[src/core/lhi_pkg.sv]
// lan controller host interface constants
package lhi_pkg;
   localparam int SYS_CLK_HZ = 100_000_000;
   // request sizing
   localparam logic [15:0] MAX_REQ_B = 16'h0080;
   localparam logic [15:0] PAGE_B    = 16'h1000;
   localparam int          ALN_W     = 7;
   localparam int          PAGE_W    = 12;
   // sideband link rates
   localparam int SML_100K_HZ = 100_000;
   localparam int SML_400K_HZ = 400_000;
   localparam int SML_1M_HZ   = 1_000_000;
   localparam logic [9:0] SML_DIV_100K = 10'(SYS_CLK_HZ / SML_100K_HZ);
   localparam logic [9:0] SML_DIV_400K = 10'(SYS_CLK_HZ / SML_400K_HZ);
   localparam logic [9:0] SML_DIV_1M   = 10'(SYS_CLK_HZ / SML_1M_HZ);
   localparam logic [1:0] SML_SEL_100K = 2'h0;
   localparam logic [1:0] SML_SEL_400K = 2'h1;
   localparam logic [1:0] SML_SEL_1M   = 2'h2;
   // receive buffer sizes
   localparam logic [14:0] RXB_MIN_B  = 15'h0100;
   localparam logic [14:0] RXB_MAX_B  = 15'h4000;
   localparam logic [2:0]  RXB_MAX_CD = 3'h6;
   // packet buffer split, kb
   localparam logic [5:0] PKT_BUF_KB = 6'h20;
   localparam logic [5:0] PKT_MIN_KB = 6'h01;
   // largest jumbo frame
   localparam logic [13:0] JUMBO_MAX_B = 14'h233a;
   localparam logic [47:0] BCAST_ADDR  = 48'hffff_ffff_ffff;
   localparam int          MC_BIT      = 40;
   // phy on level
   localparam logic PHY_ON = 1'b1;

   typedef enum logic [1:0] {SYS_S0, SYS_S0IX, SYS_SX, SYS_DSX} lhi_sys_t;
   typedef enum logic [1:0] {SPD_10, SPD_100, SPD_1000} lhi_spd_t;
   typedef enum logic [1:0] {CS_SC, CS_UR, CS_CRS, CS_CA} lhi_cs_t;
   typedef enum logic [1:0] {RT_MEM, RT_IO, RT_CFG, RT_MSG} lhi_rt_t;
endpackage

[src/core/lhi_top.sv]
// lan controller host interface
//
// Functional notes
// - memory requests split so none crosses a 4 KB page.
// - requests carry at most 128 bytes; reads stay 128-byte aligned.
// - config requests get retry status until nvm load done.
// - model violations dropped; non-posted get completer abort.
// - unsupported requests dropped, non-posted answered unsupported, error flag set.
// - phy port preset from nvm, no detect, half-rate transmitter.
// - sideband clock is 100 kHz, 400 kHz or 1 MHz only.
// - full duplex at every speed; half duplex only at 10/100.
// - gigabit only in S0; S0ix and Sx use sideband.
// - traffic, wake and manageability interfaces follow system state.
// - wake activity raises host wake outside S0.
// - only config accesses taken outside D0.
// - sleep control held at its strap value in deep sleep; phy powered unless low power requested while sleep control high.
// - receive buffer size spans 256 bytes to 16 KB.
// - rx/tx fifo split in 1 KB steps inside 32 KB.
// - frames up to 9018 bytes accepted.
// - sw reset clears all but configuration space and sleep control.
// - dma addresses are 64 bits.
// - rss picks one of two receive queues.
// - unicast, multicast hash, broadcast and promiscuous filters.
// - sleep control low if disabled, high if enabled.
// - phy power control low only while sleep control high.
`timescale 1ns/1ps

////////////////////////////////////////////////////////////////////////////////
module lhi_fifo #(
   parameter int W = 8,
   parameter int D = 8
) (
   input  wire logic         clk_sys,
   input  wire logic         rst,
   input  wire logic         in_valid,
   output logic              in_ready,
   input  wire logic [W-1:0] in_data,
   output logic              out_valid,
   input  wire logic         out_ready,
   output logic [W-1:0]      out_data
);
   localparam int AW = $clog2(D);
   logic [W-1:0] mem [D];
   logic [AW-1:0] wp;
   logic [AW-1:0] rp;
   logic [AW:0]   cnt;
   logic          push;
   logic          pop;

   assign in_ready  = cnt != (AW+1)'(D);
   assign out_valid = cnt != '0;
   assign push      = in_valid && in_ready;
   assign pop       = out_valid && out_ready;
   assign out_data  = mem[rp];

   always_ff @(posedge clk_sys) begin
      if (push) begin
         mem[wp] <= in_data;
      end
   end

   always_ff @(posedge clk_sys) begin
      if (rst) begin
         wp  <= '0;
         rp  <= '0;
         cnt <= '0;
      end else begin
         if (push) begin
            wp <= (wp == AW'(D-1)) ? '0 : wp + 1'b1;
         end
         if (pop) begin
            rp <= (rp == AW'(D-1)) ? '0 : rp + 1'b1;
         end
         cnt <= cnt + (AW+1)'(push) - (AW+1)'(pop);
      end
   end
endmodule // lhi_fifo

////////////////////////////////////////////////////////////////////////////////
module lhi_top import lhi_pkg::*; #(
   parameter int FIFO_D = 8
) (
   input  wire logic        clk_sys,
   input  wire logic        rstn,
   input  wire logic        sw_reset,
   input  wire logic        nvm_load_done,
   input  wire logic [1:0]  nvm_port_sel,
   input  wire logic        lan_enable_strap,
   // incoming requests
   input  wire logic        req_valid,
   output logic             req_ready,
   input  wire lhi_rt_t     req_kind,
   input  wire logic        req_posted,
   input  wire logic        req_bad_model,
   input  wire logic        req_unsupported,
   input  wire logic [7:0]  req_tag,
   output logic             cpl_valid,
   input  wire logic        cpl_ready,
   output lhi_cs_t          cpl_status,
   output logic [7:0]       cpl_tag,
   // config state
   input  wire logic        cfg_pm_wr,
   input  wire logic        cfg_pm_d3,
   input  wire logic        urd_clear,
   output logic             unsupported_request_seen_flag,
   output logic             pm_in_d3,
   // dma commands and pieces
   input  wire logic        dma_valid,
   output logic             dma_ready,
   input  wire logic [63:0] dma_addr,
   input  wire logic [15:0] dma_len,
   input  wire logic        dma_write,
   output logic             mreq_valid,
   input  wire logic        mreq_ready,
   output logic [63:0]      mreq_addr,
   output logic [15:0]      mreq_len,
   output logic             mreq_write,
   // link and mac configuration
   input  wire lhi_sys_t    sys_state,
   input  wire lhi_spd_t    mac_speed,
   input  wire logic        half_duplex_req,
   input  wire logic [1:0]  sml_rate_sel,
   output logic [9:0]       sml_clk_div,
   output logic [1:0]       phy_port,
   output logic             phy_port_half_rate,
   output logic             full_duplex,
   output logic             csma_cd_en,
   output logic             gig_allowed,
   output logic             data_link_active,
   output logic             sideband_active,
   output logic             wake_pin_active,
   // wake and power pins
   input  wire logic        phy_wake_input_n,
   input  wire logic        mac_wake_event,
   input  wire logic        phy_low_power_req,
   output logic             host_wake,
   output logic             lan_sleep_control_n,
   output logic             phy_power_control,
   // buffers, frames and filters
   input  wire logic [2:0]  rx_buf_code,
   output logic [14:0]      rx_buf_bytes,
   input  wire logic [5:0]  rx_alloc_kb,
   output logic [5:0]       rx_fifo_kb,
   output logic [5:0]       tx_fifo_kb,
   input  wire logic [13:0] frame_len,
   output logic             frame_len_ok,
   input  wire logic        rss_en,
   input  wire logic [31:0] rss_hash,
   output logic             rx_queue,
   input  wire logic [47:0] frame_dst,
   input  wire logic [47:0] uc_addr,
   input  wire logic [63:0] mc_hash_tbl,
   input  wire logic        bcast_en,
   input  wire logic        promisc_en,
   output logic             frame_accept
);
   logic    lrst;
   logic    nvm_done;
   logic    take;
   lhi_cs_t next_cs;
   logic    is_ur;

   assign lrst = !rstn || sw_reset;

   ///////////////////////////////////////////////////////////////////////////
   // config state, kept over sw reset
   always_ff @(posedge clk_sys) begin
      if (!rstn) begin
         nvm_done <= 1'b0;
         phy_port <= '0;
      end else if (nvm_load_done && !nvm_done) begin
         nvm_done <= 1'b1;
         phy_port <= nvm_port_sel;
      end
   end

   assign phy_port_half_rate = nvm_done;

   always_ff @(posedge clk_sys) begin
      if (!rstn) begin
         pm_in_d3 <= 1'b0;
      end else if (cfg_pm_wr) begin
         pm_in_d3 <= cfg_pm_d3;
      end
   end

   // set wins over clear
   always_ff @(posedge clk_sys) begin
      if (!rstn) begin
         unsupported_request_seen_flag <= 1'b0;
      end else if (take && is_ur) begin
         unsupported_request_seen_flag <= 1'b1;
      end else if (urd_clear) begin
         unsupported_request_seen_flag <= 1'b0;
      end
   end

   ///////////////////////////////////////////////////////////////////////////
   // requests and completions
   assign req_ready = !cpl_valid;
   assign take      = req_valid && req_ready;

   always_comb begin
      next_cs = CS_SC;
      if (req_kind == RT_CFG && !nvm_done) begin
         next_cs = CS_CRS;
      end else if (req_kind != RT_CFG && pm_in_d3) begin
         next_cs = CS_UR;
      end else if (req_unsupported) begin
         next_cs = CS_UR;
      end else if (req_bad_model) begin
         next_cs = CS_CA;
      end
   end

   assign is_ur = next_cs == CS_UR;

   always_ff @(posedge clk_sys) begin
      if (lrst) begin
         cpl_valid  <= 1'b0;
         cpl_status <= CS_SC;
         cpl_tag    <= '0;
      end else if (take) begin
         cpl_valid  <= !req_posted;
         cpl_status <= next_cs;
         cpl_tag    <= req_tag;
      end else if (cpl_ready) begin
         cpl_valid <= 1'b0;
      end
   end

   ///////////////////////////////////////////////////////////////////////////
   // dma splitting
   logic [63:0] cur_addr;
   logic [15:0] rem;
   logic        cur_wr;
   logic        busy;
   logic [15:0] piece;
   logic        fin_ready;
   logic        push;

   function automatic logic [15:0] piece_len(logic [63:0] a, logic [15:0] r,
                                             logic wr);
      logic [15:0] lim;
      logic [15:0] to_pg;
      to_pg = PAGE_B - {4'h0, a[PAGE_W-1:0]};
      lim   = wr ? MAX_REQ_B : MAX_REQ_B - {9'h0, a[ALN_W-1:0]};
      if (to_pg < lim) begin
         lim = to_pg;
      end
      return (r < lim) ? r : lim;
   endfunction

   assign piece     = piece_len(cur_addr, rem, cur_wr);
   assign dma_ready = !busy;
   assign push      = busy && fin_ready;

   always_ff @(posedge clk_sys) begin
      if (lrst) begin
         busy     <= 1'b0;
         cur_addr <= '0;
         rem      <= '0;
         cur_wr   <= 1'b0;
      end else if (dma_valid && !busy) begin
         busy     <= dma_len != '0;
         cur_addr <= dma_addr;
         rem      <= dma_len;
         cur_wr   <= dma_write;
      end else if (push) begin
         cur_addr <= cur_addr + {48'h0, piece};
         rem      <= rem - piece;
         busy     <= rem != piece;
      end
   end

   lhi_fifo #(.W(81), .D(FIFO_D)) u_fifo (
      .clk_sys   (clk_sys),
      .rst       (lrst),
      .in_valid  (busy),
      .in_ready  (fin_ready),
      .in_data   ({cur_wr, piece, cur_addr}),
      .out_valid (mreq_valid),
      .out_ready (mreq_ready),
      .out_data  ({mreq_write, mreq_len, mreq_addr})
   );

   ///////////////////////////////////////////////////////////////////////////
   // link modes per system state
   always_ff @(posedge clk_sys) begin
      if (lrst) begin
         sml_clk_div <= SML_DIV_100K;
      end else begin
         case (sml_rate_sel)
            SML_SEL_100K: sml_clk_div <= SML_DIV_100K;
            SML_SEL_400K: sml_clk_div <= SML_DIV_400K;
            SML_SEL_1M:   sml_clk_div <= SML_DIV_1M;
            default:      sml_clk_div <= sml_clk_div;
         endcase
      end
   end

   always_ff @(posedge clk_sys) begin
      if (lrst) begin
         gig_allowed      <= 1'b0;
         data_link_active <= 1'b0;
         sideband_active  <= 1'b0;
         wake_pin_active  <= 1'b0;
         full_duplex      <= 1'b1;
         csma_cd_en       <= 1'b0;
      end else begin
         gig_allowed      <= sys_state == SYS_S0;
         data_link_active <= sys_state == SYS_S0;
         sideband_active  <= sys_state == SYS_S0IX || sys_state == SYS_SX;
         wake_pin_active  <= sys_state != SYS_S0;
         full_duplex      <= !half_duplex_req || mac_speed == SPD_1000;
         csma_cd_en       <= half_duplex_req && mac_speed != SPD_1000;
      end
   end

   ///////////////////////////////////////////////////////////////////////////
   // wake and power pins
   logic s1;
   logic s2;
   logic s3;
   logic pin_wake;
   logic strap_done;

   always_ff @(posedge clk_sys) begin
      if (lrst) begin
         s1       <= 1'b1;
         s2       <= 1'b1;
         s3       <= 1'b1;
         pin_wake <= 1'b0;
      end else begin
         s1 <= phy_wake_input_n;
         s2 <= s1;
         s3 <= s2;
         if (s2 == s3) begin
            pin_wake <= !s3;
         end
      end
   end

   // set wins; cleared once back in S0
   always_ff @(posedge clk_sys) begin
      if (lrst) begin
         host_wake <= 1'b0;
      end else if (sys_state != SYS_S0 && (mac_wake_event || pin_wake)) begin
         host_wake <= 1'b1;
      end else if (sys_state == SYS_S0) begin
         host_wake <= 1'b0;
      end
   end

   // strap taken once after reset
   always_ff @(posedge clk_sys) begin
      if (!rstn) begin
         strap_done          <= 1'b0;
         lan_sleep_control_n <= 1'b0;
      end else if (!strap_done) begin
         strap_done          <= 1'b1;
         lan_sleep_control_n <= lan_enable_strap;
      end
   end

   always_ff @(posedge clk_sys) begin
      if (lrst) begin
         phy_power_control <= PHY_ON;
      end else begin
         phy_power_control <= !(phy_low_power_req && lan_sleep_control_n);
      end
   end

   ///////////////////////////////////////////////////////////////////////////
   // buffers and filtering
   logic [5:0] rx_k;
   logic       mc_hit;

   assign rx_k   = (rx_alloc_kb < PKT_MIN_KB) ? PKT_MIN_KB :
                   (rx_alloc_kb >= PKT_BUF_KB) ? PKT_BUF_KB - PKT_MIN_KB : rx_alloc_kb;
   assign mc_hit = frame_dst[MC_BIT] && mc_hash_tbl[frame_dst[5:0]];

   always_ff @(posedge clk_sys) begin
      if (lrst) begin
         rx_buf_bytes <= RXB_MIN_B;
         rx_fifo_kb   <= PKT_BUF_KB >> 1;
         tx_fifo_kb   <= PKT_BUF_KB >> 1;
         frame_len_ok <= 1'b0;
         rx_queue     <= 1'b0;
         frame_accept <= 1'b0;
      end else begin
         rx_buf_bytes <= (rx_buf_code > RXB_MAX_CD) ? RXB_MAX_B
                         : RXB_MIN_B << rx_buf_code;
         rx_fifo_kb   <= rx_k;
         tx_fifo_kb   <= PKT_BUF_KB - rx_k;
         frame_len_ok <= frame_len <= JUMBO_MAX_B;
         rx_queue     <= rss_en && rss_hash[0];
         frame_accept <= promisc_en || frame_dst == uc_addr || mc_hit
                         || (bcast_en && frame_dst == BCAST_ADDR);
      end
   end
endmodule // lhi_top

[config.mk]
export PLATFORM = sky130hd
export DESIGN_NAME = lhi_top
export DESIGN_NICKNAME = d
export VERILOG_FILES = /design/src/core/lhi_pkg.sv /design/src/core/lhi_top.sv
export SDC_FILE = /design/constraint.sdc
export NUM_CORES = 1
export LEC_CHECK = 0
export ABC_CLOCK_PERIOD_IN_PS = 10050
export BUFFER_PORTS_ARGS = -buffer_cell sky130_fd_sc_hd__clkbuf_2
export CORE_MARGIN = 2
export CORE_UTILIZATION = 58
export DETAILED_ROUTE_END_ITERATION = 10
export GPL_ROUTABILITY_DRIVEN = 0
export PLACE_DENSITY = 0.8
export SLEW_MARGIN = 20
export SYNTH_ARGS = -nofsm -noshare
export SYNTH_HDL_FRONTEND = slang
export SYNTH_HIERARCHICAL = 1
export SYNTH_SLANG_ARGS = --single-unit
[constraint.sdc]
create_clock -name clk_sys -period 10.05 [get_ports clk_sys]
set_input_delay 0.5025 -clock clk_sys [delete_from_list [all_inputs] [get_ports clk_sys]]
set_output_delay 0.5025 -clock clk_sys [all_outputs]
set_load 0.01 [all_outputs]
## Yosys cells after proc, flatten, opt, wreduce, memory -nomap -nowiden

Memory sizes are Yosys's and may differ from the RTL's. A register that Yosys moved wholly into a read port is not among the register bits.
Cells that the tools add are included.

| storage, ports and cells | value |
|---|---|
| flip-flop bits (word level) | 161 |
| memory bits (read-only) | 0 |
| RAM bits | 648 |
| memories | 1 |
| word-level logic and storage cells | 141 |
| latch bits | 0 |
| output and inout port bits | 149 |
| input bits | 336 |

Memories:

| name | words | bits a word | read ports | clocked after memory_dff | write ports | line | text |
|---|---|---|---|---|---|---|---|
| u_fifo.mem | 8 | 81 | 1 | 1 | 1 | lhi_top.sv:43 | `logic [W-1:0] mem [D];` |

| operators by class | value |
|---|---|
| reductions and logical operators | 40 |
| bitwise operators | 0 |
| multipliers | 0 |
| shift-type cells | 1 |
| add/sub/neg operators | 9 |
| muxes and demuxes | 32 |
| $lt $le $gt $ge | 7 |
| equality and inequality tests | 16 |
| divide/modulo/power cells | 0 |

Operator list:

| operator | number |
|---|---|
| $mux W64 | 2 |
| $mux W16 | 5 |
| $add A64 B16 Y64 | 1 |
| $eq A48 B48 Y1 | 1 |
| $eq A48 B48 Y1 const B | 1 |
| $lt A16 B16 Y1 | 2 |
| $pmux W10 S3 | 1 |
| $ne A16 B16 Y1 | 1 |
| $reduce_bool A16 Y1 | 1 |
| $sub A16 B16 Y16 | 1 |
| $mux W15 | 1 |
| $shl A9 B3 Y15 const A | 1 |
| $le A14 B14 Y1 const B | 1 |
| $logic_and A1 B1 Y1 | 14 |
| $sub A13 B12 Y14 const A | 1 |
| $mux W1 | 12 |
| $mux W3 | 4 |
| $mux W6 | 2 |
| $reduce_bool A2 Y1 | 5 |
| $sub A8 B7 Y9 const A | 1 |
| $eq A2 B2 Y1 const B | 4 |
| $logic_not A1 Y1 | 8 |
| $mux W2 | 4 |
| $logic_or A1 B1 Y1 | 7 |
| 18 further kinds | 24 |

## Longest topological paths before layout

| logic depth | value |
|---|---|
| depth after elaboration | 9 |
| mapped depth | 28 |
| mapped depth without buffers | 25 |

## Hierarchy

Netlist, hierarchy kept.

By module, submodules not included:

| module | instances | area each (um2) | seq. area each (um2) | cells each |
|---|---|---|---|---|
| lhi_fifo | 1 | 25378.1 | 19718.9 | 1016 |
| lhi_top | 1 | 9208.8 | 2722.6 | 1129 |

## Worst setup path after synthesis

No wires, ideal clock.

| timing path | value |
|---|---|
| kind | register to register |
| start point | reg u_fifo.cnt[2] |
| end point | mem u_fifo.mem[0][0], enable pin |
| data arrival time | 8.581 ns |
| slack | 0.750 ns |
| period minus slack after synthesis | 9.300 ns |
| path buffers | 0 |
| required time | 9.331 ns |
| library setup time | 0.719 ns |
| stages on the path, launching flop included | 7 |
| cell sequence | dfxtp_1 inv_1 ha_1 nor3b_1 inv_1 nand2_1 nor4_1 |

| between the ends | value |
|---|---|
| word-level cells in the longest chain between the ends | 4 |

Ends and longest elaborated chain:

| item | line | text |
|---|---|---|
| start, declared | lhi_top.sv:46 | `logic [AW:0] cnt;` |
| start signal, assigned | lhi_top.sv:74 | `cnt <= cnt + (AW+1)'(push) - (AW+1)'(pop);` |
| $ne A4 B4 Y1 | lhi_top.sv:50 | `assign in_ready = cnt != (AW+1)'(D);` |
| net fin_ready | lhi_top.sv:239 | `logic fin_ready;` |
| $logic_and A1 B1 Y1 | lhi_top.sv:52 | `assign push = in_valid && in_ready;` |
| $mux W1 | lhi_top.sv:57 | `if (push) begin` |
| $mux W1 (implied by the code) | lhi_top.sv:58 | `mem[wp] <= in_data;` |
| end, declared | lhi_top.sv:43 |  |

The timed path passes the listed nets, and every way through them passes these cells.

## Worst setup path after layout

| timing path | value |
|---|---|
| start point | reg cur_addr[0] |
| end point | reg cur_addr[47] |

| between the ends | value |
|---|---|
| word-level cells in the longest chain between the ends | 9 |
| elaborated cells on any way between the ends | 10 |
| those cells by class | add/sub: 3; order compare: 2; mux: 5 |

Ends and longest elaborated chain:

| item | line | text |
|---|---|---|
| start, declared | lhi_top.sv:234 | `logic [63:0] cur_addr;` |
| start signal, assigned | lhi_top.sv:266 | `cur_addr <= dma_addr;` |
| start signal, assigned | lhi_top.sv:270 | `cur_addr <= cur_addr + {48'h0, piece};` |
| $sub A8 B7 Y9 | lhi_top.sv:247 | `lim = wr ? MAX_REQ_B : MAX_REQ_B - {9'h0, a[ALN_W-1:0]};` |
| $mux W16 | lhi_top.sv:247 |  |
| $lt A16 B16 Y1 | lhi_top.sv:248 | `if (to_pg < lim) begin` |
| $mux W16 (*) | lhi_top.sv:248 |  |
| $lt A16 B16 Y1 | lhi_top.sv:251 | `return (r < lim) ? r : lim;` |
| $mux W16 (*) | lhi_top.sv:251 |  |
| net piece[1] | lhi_top.sv:238 | `logic [15:0] piece;` |
| $add A64 B16 Y64 (*) | lhi_top.sv:270 |  |
| $mux W64 (*) | lhi_top.sv:269 | `end else if (push) begin` |
| $mux W64 (*) | lhi_top.sv:264 | `end else if (dma_valid && !busy) begin` |

Mark *: on every way through the listed nets, which the timed path passes. The rest lies on a longest branch. The select of a mux whose other input is x is not followed.
A chain may end at the register's enable or synchronous reset.

==> flow_summary.ini <==
[clocking]
post_cts_buffers = 0
insertion_delay_ns = 0.62
cts-htree-levels = 3
post_cts_resized = 0
clkTransAtPathRegs_ns = 0.06
cts_sinks = 797
root_buffer = clkbuf_16
ctsLongestPathBuffers = 3
cts_tree = yes
hold_buffers = 0
numCtsBuffers = 79

[cells_and_area]
nFillCells = 3777
drive_gt1_share_pct = 32.4
final_cells = 3477
final_area_sq_mm = 0.0402
area_growth_pct = 16.4
nets = 3033

[placement]
dp.cells = 3325
port_buffers = 442
placed_area_sq_mm = 0.0376
dp_slack_ns = 1.88
hpwlAfterDp_um = 61400

[sta]
fmaxAchievable_mhz = 118
tns_ns = 0
setup_viol = 0
finalClockSkew_ns = 0.0214
fin_crit_ns = 8.44
fin_crit_sh_pct = 84.0
rsz0062_at_grt = no
relSlewSlack_pct = 24.0
finalHoldViolCount = 0
drv_slew = 0
worst_pin_slew_ns = 1.13
setup_slack_ns = 1.61

[drt]
vias = 22000
drc = 0
wl_per_cell_um = 27.7
via_per_inst = 6.33
drt-initial-drc-count = 2249
drt_pass1_iterations = 6
ant_nets = 0
routed_wl_um = 96400

[floorplan]
coreArea_sq_mm = 0.0590
die_y_um = 248
dieArea_sq_mm = 0.0616
die_w_um = 248
fp-row-count = 89
io_pins = 485
start_util_pct = 58.6

[min_path]
hp-class = in2reg

[synthesis]
seq_area_frac_synth_pct = 64.9
synth_area_sq_mm = 0.0346
synth_edf_count = 648
synth_cell_types = 73
synthArstFlopShare_pct = 0
synthCells = 2145
avgSynthCellArea_sq_um = 16.1
ys_ff_latch = 797
synthFlopType = edfxtp_1
synth-warning-count = 6

[worst_setup_path]
endpoint_kind = register
cpMostUsedCell = ha_1
cp_num_buf_inv = 1
startpoint_type = register
critPathMaxFanout = 22
critical_path.max_stage_delay_ns = 0.93
slowest_stage = nor3_1
path_delay_family = compound AO/OA/AOI/OAI gates
worstPathArrival_ns = 8.96
crit_required_ns = 10.57
worstSetupPathType = reg2reg
cp_cell_sequence = or4_4 > or2_2 > xor2_1 > ha_1 > o41ai_4 > nand2_1 > ha_1 > a21o_1 > a21o_1 > a21oi_1 > o2111ai_1 > a21oi_4 > buf_4 > mux2i_1 > ha_1 > a211oi_1 > o21ai_0 > a31oi_1 > a21oi_1 > o2111ai_1 > nor3_1 > a211oi_1 > a311oi_1

[power_and_ir_drop]
p_leak_nw = 14.3
power_density_mw_per_mm2 = 187
ir_drop_mv = 0.123

[grt]
grt_overflow = 0
antenna_found_initial = 7
grt_first_pass_wirelength_um = 140000
grt_usage_pct = 31.5
grt_pass1_vias = 22500
grt_max_degree = 128

[outcome]
status = complete, no violations

[run]
cap_violations = 0
cells in the final DEF (no fill, tap or decap), drive strengths merged, types with 6 or more instances in the layout:
cell / synthesis / final
a21o: 10 / 10
nand4: 34 / 34
o21a: 8 / 8
or4: 11 / 11
clkinv: 0 / 23
o211ai: 10 / 10
inv: 48 / 52
nor2: 79 / 79
mux2: 89 / 89
and2: 15 / 15
ha: 58 / 58
a22oi: 14 / 14
mux4: 170 / 170
and3: 9 / 9
dfxtp: 149 / 149
edfxtp: 648 / 648
o22ai: 6 / 6
o221ai: 15 / 15
a211oi: 10 / 10
a31oi: 21 / 21
bufinv: 0 / 7
o31ai: 7 / 7
nor2b: 17 / 17
xnor2: 82 / 82
nand3: 36 / 36
conb: 2 / 54
clkbuf: 55 / 551
mux2i: 34 / 34
nand2b: 18 / 18
nor3: 31 / 31
nand2: 105 / 105
xor2: 11 / 11
o21ai: 71 / 71
nor4: 27 / 27
a221oi: 6 / 6
a21oi: 91 / 91
or3: 23 / 23
buf: 60 / 31
through the flow:
| step | total power, mW | utilization, % | hold WS (ns) |
|---|---|---|---|
| floorplan | 4.33 | - | 0.386 |
| global placement | 4.63 | 63.7 | 0.391 |
| detailed placement | 4.66 | 63.7 | 0.402 |
| CTS | 7.57 | 68.0 | 0.0349 |
| global route | 7.77 | 68.2 | 0.0650 |
| finish | 7.54 | 68.2 | 0.0613 |
flip-flops by register name (all words and copies together), names as in the netlist, 2 cells and up, named ones only:
| register | cells |
|---|---|
| cpl_tag | 8 |
| u_fifo/wp | 3 |
| sml_clk_div | 4 |
| tx_fifo_kb | 5 |
| phy_port | 2 |
| cur_addr | 64 |
| rx_buf_bytes | 7 |
| u_fifo/rp | 3 |
| u_fifo/cnt | 4 |
| rem | 16 |
| rx_fifo_kb | 6 |
| u_fifo/mem | 648 |
| cpl_status | 2 |
kinds of logic (layout without fill, tap and decap cells):
family / after synthesis / count (layout) / share of synthesized area [%]
AO/OA/AOI/OAI: 314 / 314 / 5.88
adder cells (fa/ha/maj): 61 / 61 / 2.27
AND/OR/NAND/NOR: 422 / 422 / 6.20
other: 2 / 59 / 0.0217
XOR/XNOR: 93 / 93 / 2.36
flip-flops: 797 / 797 / 64.9
multiplexers: 293 / 293 / 15.9
buffers and inverters: 163 / 665 / 2.51
path summary, 6_finish.rpt:
kind         slack [ns]  cells after the start            to        startpoint
max                1.61                     23  cur_addr[47]       cur_addr[0]
min                0.06                      2            s1  phy_wake_input_n
max reg2reg        1.61                     23  cur_addr[47]       cur_addr[0]
min reg2reg        0.41                      1            s2                s1
report_power, final:
group	internal (mW)	switching (mW)	total, mW
combinational	0.395	0.502	0.897
clock	1.72	1.22	2.94
sequential	3.64	0.0755	3.71
total	5.75	1.80	7.54
synthesized netlist by cell type, drive strengths merged, types with 7 or more instances:
cell type  number  area [sq um]
buf            60           482
o211ai         10          75.1
a31oi          21           131
inv            48           180
dfxtp         149          2980
o221ai         15           131
ha             58           726
nor2b          17           106
mux2i          34           340
xor2           11          96.3
o31ai           7          52.6
nand2b         18           113
a211oi         10          75.1
xnor2          82           718
nor2           79           297
and3            9          56.3
clkbuf         55           208
a21oi          91           467
a21o           10          75.1
or3            23           144
mux2           89          1320
nand4          34           213
a22oi          14           105
nor4           27           169
nor3           31           155
mux4          170          3830
and2           15          93.8
o21ai          71           355
nand2         105           394
or4            11          86.3
o21a            8          60.1
edfxtp        648         19500
nand3          36           180
layer usage:
layer  vias to the layer above  GRT usage (%)  part of all wire (%)
met3                       296           5.29                   8.7
met5                         -              0                 0.031
li1                       9443              -                     -
met4                         4           18.8                   6.3
met1                     11000           38.0                    34
met2                      1283           53.4                    51
layout make-up:
| class | instances | area, sq um | area share (%) |
|---|---|---|---|
| repair buffers | 473 | 2510 | 6.23 |
| clock inverters | 35 | 370 | 0.920 |
| well taps | 773 | 967 | 2.40 |
| diodes | 5 | 12.5 | 0.0311 |
| clock buffers | 109 | 2200 | 5.47 |
| multi-input cells | 1237 | 11600 | 28.7 |
| inverters | 48 | 181 | 0.451 |
| flip-flops and latches | 797 | 22500 | 55.8 |
No activity file was read; power rests on OpenSTA's default activity.
